<file path="src/design/nco_pkg.sv">
// package for the numerically controlled oscillator: widths, selects,
// reset values and buffer load timing.
// assumes a single clk_in domain; oscillator sources are sampled levels.
package nco_pkg;

   // accumulator and increment width
   localparam int unsigned NCO_ACC_W = 20;
   localparam int unsigned NCO_BYTE_W = 8;
   localparam int unsigned NCO_UPPER_W = 4;

   // byte field positions inside the 20-bit words
   localparam int unsigned NCO_LOW_LSB = 0;
   localparam int unsigned NCO_HIGH_LSB = 8;
   localparam int unsigned NCO_UPPER_LSB = 16;

   // clock source select codes
   localparam logic [1:0] NCO_CKS_FAST_OSC = 2'h0;
   localparam logic [1:0] NCO_CKS_SYS_OSC = 2'h1;
   localparam logic [1:0] NCO_CKS_LOGIC_CELL3 = 2'h2;
   localparam logic [1:0] NCO_CKS_RESERVED = 2'h3;

   // pulse width select and stretch counter width (up to 128 periods)
   localparam int unsigned NCO_PWS_W = 3;
   localparam int unsigned NCO_PULSE_CNT_W = 8;

   // increment buffer commits on this oscillator edge after a low-byte write
   localparam logic [1:0] NCO_COMMIT_EDGES = 2'h2;

   // reset values
   localparam logic [NCO_ACC_W-1:0] NCO_ACC_RESET = 20'h00000;
   localparam logic [NCO_ACC_W-1:0] NCO_INC_RESET = 20'h00000;
   localparam logic [NCO_PULSE_CNT_W-1:0] NCO_CNT_RESET = 8'h00;

   // buffer load state
   typedef enum logic [1:0] {
      NCO_LOAD_IDLE,
      NCO_LOAD_WAIT
   } nco_load_state_t;

endpackage

</file>
<file path="src/design/nco_top.sv">
// numerically controlled oscillator: 20-bit phase accumulator, double
// buffered increment, fixed duty and pulse frequency output stages.
// assumes oscillator sources arrive synchronous to clk_in and slower than
// half its rate; software reaches the block by byte write strobes.
//
// Behaviour
// - 20-bit accumulator adds buffered increment on each selected input clock rise while enabled
// - additions follow only rising edges of the selected oscillator input
// - carry out of the addition is the raw overflow event
// - accumulator readable and writable as low, high and upper bytes
// - three input clock sources chosen by the clock select field
// - 20-bit increment held in low, high and upper software registers
// - increment registers are readable and writable
// - when enabled, buffers load together on second input edge after low write
// - adder always uses the buffered increment copy
// - when disabled, increment writes reach the buffer at once
// - increment buffers have no software access
// - every overflow sets the interrupt flag
// - mode bit picks pulse stretch or toggle conditioning of the overflow
// - fixed duty mode toggles output on each overflow
// - cleared mode bit means fixed duty mode
// - conditioned output goes to peripherals and optionally a pin
// - pulse mode width is 1 to 128 input periods by 3-bit code
// - polarity bit set makes the output active low
// - select codes 00 fast osc, 01 system osc, 10 logic cell 3, 11 reserved
// - reset clears all registers to zero
`timescale 1ns/100ps
`default_nettype none

module nco_top
   import nco_pkg::*;
(
   // clock and reset
   input wire logic clk_in,
   input wire logic rst_b_in,
   // oscillator sources
   input wire logic internal_fast_osc_in,
   input wire logic sys_osc_clk_in,
   input wire logic logic_cell3_output_in,
   // control bits
   input wire logic module_enable_bit_in,
   input wire logic pulse_freq_mode_bit_in,
   input wire logic output_polarity_bit_in,
   input wire logic [nco_pkg::NCO_PWS_W-1:0] pulse_width_select_in,
   input wire logic [1:0] input_clock_select_in,
   input wire logic pin_route_enable_in,
   // software byte writes
   input wire logic [nco_pkg::NCO_BYTE_W-1:0] wr_data_in,
   input wire logic accum_low_byte_wr_in,
   input wire logic accum_high_byte_wr_in,
   input wire logic accum_upper_nibble_wr_in,
   input wire logic increment_low_byte_wr_in,
   input wire logic increment_high_byte_wr_in,
   input wire logic increment_upper_nibble_wr_in,
   input wire logic overflow_irq_flag_clr_in,
   // software read back
   output logic [nco_pkg::NCO_BYTE_W-1:0] accum_low_byte_out,
   output logic [nco_pkg::NCO_BYTE_W-1:0] accum_high_byte_out,
   output logic [nco_pkg::NCO_BYTE_W-1:0] accum_upper_nibble_out,
   output logic [nco_pkg::NCO_BYTE_W-1:0] increment_low_byte_out,
   output logic [nco_pkg::NCO_BYTE_W-1:0] increment_high_byte_out,
   output logic [nco_pkg::NCO_BYTE_W-1:0] increment_upper_nibble_out,
   output logic overflow_irq_flag_out,
   // conditioned output, pin enable and raw carry event
   output logic nco_periph_out,
   output logic nco_pin_out,
   output logic nco_pin_oe_out,
   output logic accum_carry_event_out
);
   import nco_pkg::*;

   ////////////////////////////////////////////////////////////////////////
   // state
   logic [NCO_ACC_W-1:0] acc_q, acc_d;
   logic [NCO_ACC_W-1:0] inc_reg_q, inc_reg_d;
   logic [NCO_ACC_W-1:0] inc_buf_q, inc_buf_d;
   logic osc_prev_q;
   logic carry_q;
   logic toggle_q, toggle_d;
   logic pulse_q, pulse_d;
   logic [NCO_PULSE_CNT_W-1:0] pulse_cnt_q, pulse_cnt_d;
   logic flag_q;
   logic [1:0] edge_cnt_q, edge_cnt_d;
   nco_load_state_t load_q, load_d;

   ////////////////////////////////////////////////////////////////////////
   // clock source selection; reserved code gives no edges
   logic osc_sel;
   assign osc_sel = (input_clock_select_in == NCO_CKS_FAST_OSC) ? internal_fast_osc_in :
                    (input_clock_select_in == NCO_CKS_SYS_OSC) ? sys_osc_clk_in :
                    (input_clock_select_in == NCO_CKS_LOGIC_CELL3) ? logic_cell3_output_in :
                    1'b0;

   // rising edge of the chosen source; only these edges advance the block
   logic osc_rise;
   logic step;
   assign osc_rise = osc_sel & ~osc_prev_q;
   assign step = osc_rise & module_enable_bit_in;

   ////////////////////////////////////////////////////////////////////////
   // adder on the buffered copy, carry split off and wrapped
   logic [NCO_ACC_W:0] sum;
   logic carry_now;
   assign sum = {1'b0, acc_q} + {1'b0, inc_buf_q};
   assign carry_now = step & sum[NCO_ACC_W];

   // accumulator next value; a software byte write beats a step
   always_comb begin
      acc_d = acc_q;
      if (step) begin
         acc_d = sum[NCO_ACC_W-1:0];
      end
      if (accum_low_byte_wr_in) begin
         acc_d[NCO_HIGH_LSB-1:NCO_LOW_LSB] = wr_data_in;
      end
      if (accum_high_byte_wr_in) begin
         acc_d[NCO_UPPER_LSB-1:NCO_HIGH_LSB] = wr_data_in;
      end
      if (accum_upper_nibble_wr_in) begin
         acc_d[NCO_ACC_W-1:NCO_UPPER_LSB] = wr_data_in[NCO_UPPER_W-1:0];
      end
   end

   ////////////////////////////////////////////////////////////////////////
   // software increment registers
   always_comb begin
      inc_reg_d = inc_reg_q;
      if (increment_low_byte_wr_in) begin
         inc_reg_d[NCO_HIGH_LSB-1:NCO_LOW_LSB] = wr_data_in;
      end
      if (increment_high_byte_wr_in) begin
         inc_reg_d[NCO_UPPER_LSB-1:NCO_HIGH_LSB] = wr_data_in;
      end
      if (increment_upper_nibble_wr_in) begin
         inc_reg_d[NCO_ACC_W-1:NCO_UPPER_LSB] = wr_data_in[NCO_UPPER_W-1:0];
      end
   end

   // buffer load: immediate when disabled, else second input edge after a
   // low write. the buffer is the committed copy, so software relies on
   // writing the low byte last while running.
   logic any_inc_wr;
   assign any_inc_wr = increment_low_byte_wr_in | increment_high_byte_wr_in |
                       increment_upper_nibble_wr_in;

   always_comb begin
      inc_buf_d = inc_buf_q;
      load_d = load_q;
      edge_cnt_d = edge_cnt_q;
      if (!module_enable_bit_in) begin
         load_d = NCO_LOAD_IDLE;
         edge_cnt_d = 2'h0;
         if (any_inc_wr) begin
            inc_buf_d = inc_reg_d;
         end
      end else begin
         unique case (load_q)
            NCO_LOAD_IDLE: begin
               if (increment_low_byte_wr_in) begin
                  load_d = NCO_LOAD_WAIT;
                  edge_cnt_d = 2'h0;
               end
            end
            NCO_LOAD_WAIT: begin
               if (increment_low_byte_wr_in) begin
                  edge_cnt_d = 2'h0; // a fresh low write restarts the wait
               end else if (osc_rise) begin
                  edge_cnt_d = edge_cnt_q + 2'h1;
                  if (edge_cnt_q + 2'h1 == NCO_COMMIT_EDGES) begin
                     inc_buf_d = inc_reg_q;
                     load_d = NCO_LOAD_IDLE;
                     edge_cnt_d = 2'h0;
                  end
               end
            end
         endcase
      end
   end

   ////////////////////////////////////////////////////////////////////////
   // output conditioning: toggle or pulse stretch
   logic [NCO_PULSE_CNT_W-1:0] pulse_len;
   assign pulse_len = NCO_PULSE_CNT_W'(1) << pulse_width_select_in;

   always_comb begin
      toggle_d = toggle_q;
      pulse_d = pulse_q;
      pulse_cnt_d = pulse_cnt_q;
      if (!module_enable_bit_in) begin
         toggle_d = 1'b0;
         pulse_d = 1'b0;
         pulse_cnt_d = NCO_CNT_RESET;
      end else if (carry_now) begin
         toggle_d = ~toggle_q;
         pulse_d = 1'b1;
         pulse_cnt_d = pulse_len;
      end else if (step && pulse_q) begin
         pulse_cnt_d = pulse_cnt_q - 8'h01;
         pulse_d = (pulse_cnt_q != 8'h01);
      end
   end

   // mode select then polarity
   logic stage_out;
   logic final_out;
   assign stage_out = pulse_freq_mode_bit_in ? pulse_q : toggle_q;
   assign final_out = stage_out ^ output_polarity_bit_in;

   ////////////////////////////////////////////////////////////////////////
   // registers; async reset to zero
   always_ff @(posedge clk_in or negedge rst_b_in) begin
      if (!rst_b_in) begin
         acc_q <= NCO_ACC_RESET;
         inc_reg_q <= NCO_INC_RESET;
         inc_buf_q <= NCO_INC_RESET;
         load_q <= NCO_LOAD_IDLE;
         edge_cnt_q <= 2'h0;
         osc_prev_q <= 1'b0;
         carry_q <= 1'b0;
         toggle_q <= 1'b0;
         pulse_q <= 1'b0;
         pulse_cnt_q <= NCO_CNT_RESET;
         flag_q <= 1'b0;
      end else begin
         acc_q <= acc_d;
         inc_reg_q <= inc_reg_d;
         inc_buf_q <= inc_buf_d;
         load_q <= load_d;
         edge_cnt_q <= edge_cnt_d;
         osc_prev_q <= osc_sel;
         carry_q <= carry_now;
         toggle_q <= toggle_d;
         pulse_q <= pulse_d;
         pulse_cnt_q <= pulse_cnt_d;
         // set wins over a clear in the same cycle
         flag_q <= carry_now | (flag_q & ~overflow_irq_flag_clr_in);
      end
   end

   ////////////////////////////////////////////////////////////////////////
   // read back; buffer copy deliberately has no path out
   assign accum_low_byte_out = acc_q[NCO_HIGH_LSB-1:NCO_LOW_LSB];
   assign accum_high_byte_out = acc_q[NCO_UPPER_LSB-1:NCO_HIGH_LSB];
   assign accum_upper_nibble_out = {4'h0, acc_q[NCO_ACC_W-1:NCO_UPPER_LSB]};
   assign increment_low_byte_out = inc_reg_q[NCO_HIGH_LSB-1:NCO_LOW_LSB];
   assign increment_high_byte_out = inc_reg_q[NCO_UPPER_LSB-1:NCO_HIGH_LSB];
   assign increment_upper_nibble_out = {4'h0, inc_reg_q[NCO_ACC_W-1:NCO_UPPER_LSB]};
   assign overflow_irq_flag_out = flag_q;
   assign accum_carry_event_out = carry_q;

   // distribution to peripherals and the optional pin
   assign nco_periph_out = final_out;
   assign nco_pin_out = final_out & pin_route_enable_in;
   assign nco_pin_oe_out = pin_route_enable_in;

endmodule
`default_nettype wire

</file>
<file path="config.mk">
export PLATFORM = sky130hd
export DESIGN_NAME = nco_top
export DESIGN_NICKNAME = d
export VERILOG_FILES = /design/src/design/nco_pkg.sv /design/src/design/nco_top.sv
export SDC_FILE = /design/constraint.sdc
export NUM_CORES = 1
export LEC_CHECK = 0
export BUFFER_PORTS_ARGS = -buffer_cell sky130_fd_sc_hd__buf_2
export CORE_ASPECT_RATIO = 1.4
export CORE_UTILIZATION = 57
export DETAILED_ROUTE_END_ITERATION = 8
export PLACE_DENSITY = 0.91
export SYNTH_ARGS = -nofsm -noshare
export SYNTH_HDL_FRONTEND = slang
export SYNTH_SLANG_ARGS = --single-unit
</file>
<file path="constraint.sdc">
create_clock -name clk_in -period 3.75 [get_ports clk_in]
set_input_delay 0.1875 -clock clk_in [delete_from_list [all_inputs] [get_ports clk_in]]
set_output_delay 0.1875 -clock clk_in [all_outputs]
set_load 0.01 [all_outputs]
</file>
* Word level (Yosys, flattened, before mapping)
Index checks and enable logic that the tools add are counted.
** Word-level totals
- Flip-flop bits (word level) :: 77
- Memories :: 0
- Logic and storage cells :: 92
- Latch bits :: 0
- Memory bits (writable) :: 0
- Bits in read-only memories :: 0
** Operators by class
- Div/mod/pow operators :: 0
- Eq/ne operators :: 16
- Shifts and indexed selects :: 1
- Bitwise gates (word level) :: 12
- Muxes and demuxes :: 37
- Order comparisons :: 0
- $mul :: 0
- Reduce and logical (&&, ||, !) cells :: 10
- $add $sub $neg :: 3
** Operator list (number)
- 20-bit 2-to-1 mux :: 7
- 8-bit 2-to-1 mux :: 7
- 20-bit by 20-bit adder with 21-bit output :: 1
- 2-bit 2-to-1 mux :: 10
- 3-bit != test, second input constant :: 4
- 1-bit 2-to-1 mux :: 9
- 4-bit 2-to-1 mux :: 2
- 2-bit by 1-bit != test with 1-bit output, second input constant :: 4
- 8-bit by 1-bit != test with 1-bit output, second input constant :: 1
- 2-bit case mux with 2 select lines :: 2
- 2-bit nonzero test :: 4
- 1-bit by 3-bit left shift with 8-bit output, first input constant :: 1
- 8-bit by 1-bit subtractor with 8-bit output, second input constant :: 1
- 1-bit bitwise AND :: 5
- 5-bit AND reduction :: 1
- 2-bit by 1-bit equality test with 1-bit output, second input constant :: 2
- 2-bit equality test, second input constant :: 2
- 2-bit zero test :: 2
- 4-bit != test, second input constant :: 1
- 4-bit AND reduction :: 1
- 3-bit by 1-bit != test with 1-bit output, second input constant :: 1
- 1-bit NOT :: 3
- 1-bit OR :: 3
- 2-bit by 1-bit adder with 2-bit output, second input constant :: 1
- 4 further kinds :: 4

* Longest topological paths before layout
- Depth in word-level cells :: 10
- Mapped depth :: 10

* Worst setup path after synthesis
No wires, ideal clock.
- Path kind :: register to register
- Start point :: register acc_q[0]
- End point :: register acc_q[16]
- Arrival time :: 2641 ps
- Required time :: 3625 ps
- Path buffers :: 0
- Slack :: 984 ps
- Library setup time :: 125 ps
- Cell stages (with the launch flop) :: 10
- Path through :: dfrtp_1 -> ha_1 -> fa_1 -> a21o_1 -> a221o_2 -> a221o_2 -> a211oi_2 -> xnor2_1 -> o21ai_1 -> mux2_2
** On the way
- Longest elaborated chain between the ends :: 3
** Ends and longest elaborated chain
- from (decl) :: RTL line nco_top.sv:74 : logic [NCO_ACC_W-1:0] acc_q, acc_d;
- from (signal assigned) :: RTL line nco_top.sv:213 : acc_q <= NCO_ACC_RESET;
- from (signal assigned) :: RTL line nco_top.sv:225 : acc_q <= acc_d;
- 20-bit by 20-bit adder with 21-bit output :: RTL line nco_top.sv:104 : assign sum = {1'b0, acc_q} + {1'b0, inc_buf_q};
- 20-bit 2-to-1 mux :: RTL line nco_top.sv:110 : if (step) begin
- 4-bit 2-to-1 mux :: RTL line nco_top.sv:119 : if (accum_upper_nibble_wr_in) begin
Every way passes these cells. The select of a mux whose other input is x is not followed.
A chain may end at the register's enable or synchronous reset.

* Worst setup path after layout
- Start point :: register acc_q[0]
- End point :: register pulse_cnt_q[2]
** On the way
- Longest elaborated chain between the ends :: 4
- Elaborated cells between the ends (all ways) :: 5
** Ends and longest elaborated chain
- 20-bit by 20-bit adder with 21-bit output * :: RTL line nco_top.sv:104
- 1-bit bitwise AND * :: RTL line nco_top.sv:105 : assign carry_now = step & sum[NCO_ACC_W];
- 8-bit 2-to-1 mux :: RTL line nco_top.sv:193 : end else if (carry_now) begin
- 8-bit 2-to-1 mux :: RTL line nco_top.sv:189 : if (!module_enable_bit_in) begin
- to (signal assigned) :: RTL line nco_top.sv:234 : pulse_cnt_q <= pulse_cnt_d;
- to (decl) :: RTL line nco_top.sv:81 : logic [NCO_PULSE_CNT_W-1:0] pulse_cnt_q, pulse_cnt_d;
Every way passes the cells marked *; elsewhere a longest branch is shown, timed or not.

==> results <==
- For this run, design rule violations remaining after detail routing come to 0.
- Routability-driven placement finished with a final weighted congestion of 0.9031.
- The count of final hold-check violations is 0.
- The number of antenna-violating nets in the routed design is 0.
- The maximum fanout count along the critical path is 12.
- Among all flip-flop cells after synthesis, the most frequent one is sky130_fd_sc_hd__dfrtp_1.
- The slowest cell on the critical path is sky130_fd_sc_hd__fa_1.
- Of the synthesized area, sequential elements account for 0.4082.
- Each instance of the synthesized netlist takes up on average 9.809 µm².
- The top-level port count is 82.
- Using the TritonRoute via totals, the vias-per-cell ratio works out to 6.087.
- The total standard cell area after synthesis is 4659 µm².
- The count of flip-flops with a built-in enable after synthesis is 0.
- In this run, the number of DRC markers left after iteration 0 of detailed routing was 289.
- The CTS tree is done.
- At the later pin of the worst-skew pair, clock insertion delay measures 0.37 ns.
- The number of different library cells in the post-synthesis netlist is 58.
- The delay of the slowest critical-path stage is 0.43 ns.
- The total wire length is 11,180 µm.
- The overall die width is 78.41 µm.
- The final-report max-slew violation count came to 0.
- The category of the critical setup timing path is reg -> reg.
- The H-tree generated during clock tree synthesis spans 3 levels.
- The fraction of power consumed by the clock network is 0.230.
- For this run, the number of Yosys warnings is 0.
- The analysis attributes to net switching a power of 0.9444 mW.
- The floorplan has 38 rows.
- The total routing resource utilization after global routing is 0.2809.
- The run finished with clean final reports.
- Setup repair after global routing left no endpoint under its margin.
- At the pin with the least slew margin, the transition time is 0.9762 ns.
- Setup violations remaining at the end of the flow were counted as 0.
- After clock tree synthesis, the clock-pin slew on the worst setup and hold paths is 0.08 ns.
- The cell taking the most area after synthesis is sky130_fd_sc_hd__dfrtp_1.
- The sum of negative setup slack is 0 ns.
- Of the available clock period, the critical path in the final layout requires 0.8250.
- The worst setup path is launched from a flop.
- The final net count is 590.
- Across all hold checks on the routed design, the worst slack comes to 0.02608 ns.
- The repair_antennas step left the layout with diodes totalling 0.
- The fraction of registers with async set or reset after synthesis is 1.000.
- The category of the worst setup path capture point is a flop.
- The sequential fraction of design power is 0.403.
- The peak clock frequency supported by timing is 323.2 MHz.
- The remaining global-route overflow is 0.
- Of the post-synthesis cell area, the dominant cell type holds 0.4082.
- The number of antenna violations at the first check in global routing is 0.
- Walking the worst path, the cells encountered are ha_1 > fa_1 > a21o_1 > a221o_2 > a221oi_1 > o21ai_0 > nand3_1 > a21oi_1 > a211oi_1.
- The worst path needs 3.094 ns of the cycle, external delays included.
- The number of sinks on the clock net is 76.
- The post-synthesis cell count is 475.
- The master cell of the clock root buffer is sky130_fd_sc_hd__clkbuf_8.
- The routed layout has 3,914 vias.
- The first-pass detailed-route iteration total is 7.
- The internal portion of total power is 1.554 mW.
- The pin count of the biggest net entering global routing is 77.
- Of the cells placed in the final design, the portion with a size suffix greater than 1 is 0.2228.
- In this run the tightest slew margin relative to its limit is 0.3492.
- The y dimension of the die is 109.0 µm.
- The share of power burned in combinational logic is 0.368.
- The number of global-route vias before repair is 3,870.
- STA puts the critical path data arrival time at 3.37 ns.
- Post-CTS timing repair inserted 0 buffers for setup.
- The reported leakage power is 2.574 nW.
- The first global-routing pass estimated 18,200 µm of wire.
- After synthesis the netlist holds a flip-flop and latch count of 76.
- The count of maximum capacitance violations is 0.
- The full die area is 8545 µm².
- The count of buffers added on input and output ports is 73.
- The min-delay analysis places its worst path in the category in -> reg.
- For the final database, setup skew stands at 0.008276 ns.
- The commonest cells after synthesis are sky130_fd_sc_hd__dfrtp_1, sky130_fd_sc_hd__mux2i_1, sky130_fd_sc_hd__nand2_1, sky130_fd_sc_hd__inv_1, sky130_fd_sc_hd__o21ai_0.
- The switching share of power is 0.3780.
- The power per standard cell area is 478.2 nW/µm².
- The routed length per placed instance is 17.38 µm.
- The core box area is 7845 µm².
- The setup check on the worst reg-to-reg path leaves a slack of 0.66 ns.
- The clock passes through at most 2 buffers.
- STA puts the critical path data required time at 4.02 ns.
- The effective utilization at floorplan is 0.5939.
- sky130_fd_sc_hd__dfrtp_1 is the most common cell in the netlist.
- The number of buffers created by CTS is 9.
- VDD sags by at most 0.3938 mV.
- By area the synthesized netlist is led by sky130_fd_sc_hd__dfrtp_1, sky130_fd_sc_hd__mux2i_1, sky130_fd_sc_hd__ha_1.
- The synthesis-to-layout area growth is 12.14%.
- After legalization and detailed placement, the total HPWL measured 8109 µm.
[power groups by stage]
stage | logic [mW] | registers (mW) | clock network (mW)
after detailed placement | 0.899 | 1.02 | 0
after global routing | 1.01 | 1.02 | 0.608
after CTS | 0.910 | 1.01 | 0.579
final | 0.919 | 1.01 | 0.574
after global placement | 0.865 | 1.01 | 0
after floorplan | 0.649 | 1.02 | 0
[worst paths after layout]
kind / from / cells after the start / endpoint
min reg2reg: load_q[0] / 1 / edge_cnt_q[1]
min in group asynchronous: rst_b_in / 2 / inc_reg_q[8]
max reg2reg: acc_q[0] / 9 / pulse_cnt_q[2]
min: overflow_irq_flag_clr_in / 2 / overflow_irq_flag_out
max: acc_q[0] / 9 / pulse_cnt_q[2]
max in group asynchronous: rst_b_in / 2 / osc_prev_q
[layer usage]
metal  vias up  wire length (µm)  global-route usage
met2       157              5841              0.4887
met3        27               657             0.06360
li1       1809                 -                   -
met5         -                 0                   0
met4         0               347              0.1349
met1      1921              4328              0.3266
[cell families (layout without fill, tap and decap cells)]
| kind of cell | after synthesis | after routing | share of synthesized area |
|---|---|---|---|
| other | 1 | 8 | 0.0008048 |
| buffers and inverters | 64 | 125 | 0.06176 |
| multiplexers | 69 | 69 | 0.1541 |
| AO/OA/AOI/OAI | 102 | 102 | 0.1458 |
| flip-flops | 76 | 76 | 0.4082 |
| adder cells (fa/ha/maj) | 23 | 23 | 0.06337 |
| XOR/XNOR | 22 | 22 | 0.04135 |
| AND/OR/NAND/NOR | 118 | 118 | 0.1246 |
[per-stage QoR]
stage / instances / instance area, µm² / setup WS [ns] / power (mW) / util
2_1_floorplan: 482 / 4686 / 0.9842 / 1.673 / -
3_3_place_gp: 626 / 5041 / 0.8884 / 1.878 / 0.6426
3_5_place_dp: 626 / 5041 / 0.7233 / 1.920 / 0.6426
4_1_cts: 643 / 5225 / 0.7016 / 2.495 / 0.6660
5_1_grt: 643 / 5225 / 0.5685 / 2.637 / 0.6660
6_report: 643 / 5225 / 0.6562 / 2.499 / 0.6660
[state kept, by name (all words and copies together) (netlist names)]
name                   count
acc_q                     20
accum_carry_event_out      1
edge_cnt_q                 2
inc_buf_q                 20
inc_reg_q                 20
load_q                     1
osc_prev_q                 1
overflow_irq_flag_out      1
pulse_cnt_q                8
pulse_q                    1
toggle_q                   1
[critical path, delay by kind of cell, from the launching register on]
family / cells / cell delay (ns)
AND/OR/NAND/NOR: 1 / 0.37
AO/OA/AOI/OAI: 6 / 1.56
flip-flops: 1 / 0.41
adder cells (fa/ha/maj): 2 / 0.66
[placed cells by master, fill, tap and decap left out, drive strengths merged, types with 5 or more instances in the layout]
| master | n |
|---|---|
| nor2b | 6 |
| mux2 | 22 |
| xor2 | 9 |
| ha | 22 |
| a21o | 9 |
| mux2i | 47 |
| a211oi | 5 |
| buf | 76 |
| conb | 8 |
| nor2 | 23 |
| o21ai | 27 |
| dfrtp | 76 |
| nor3 | 7 |
| clkbuf | 9 |
| nand3 | 14 |
| xnor2 | 13 |
| a21oi | 23 |
| nand2 | 39 |
| a31oi | 6 |
| inv | 34 |
[area by class of cell]
cell class | instances | area [µm²]
multi-input cells | 342 | 2504
well taps | 100 | 125.1
inverters | 32 | 120.1
fillers | 615 | 2620
repair buffers | 77 | 400.4
clock inverters | 7 | 50.05
flip-flops and latches | 76 | 1902
clock buffers | 9 | 123.9
[repair_timing]
item	in CTS	in global routing
endpoints found under the hold margin	3	0
setup endpoints to repair	0	0
hold buffers	1	0
gates resized for setup	0	0
Note: power is estimated with default switching activity, not from simulation.
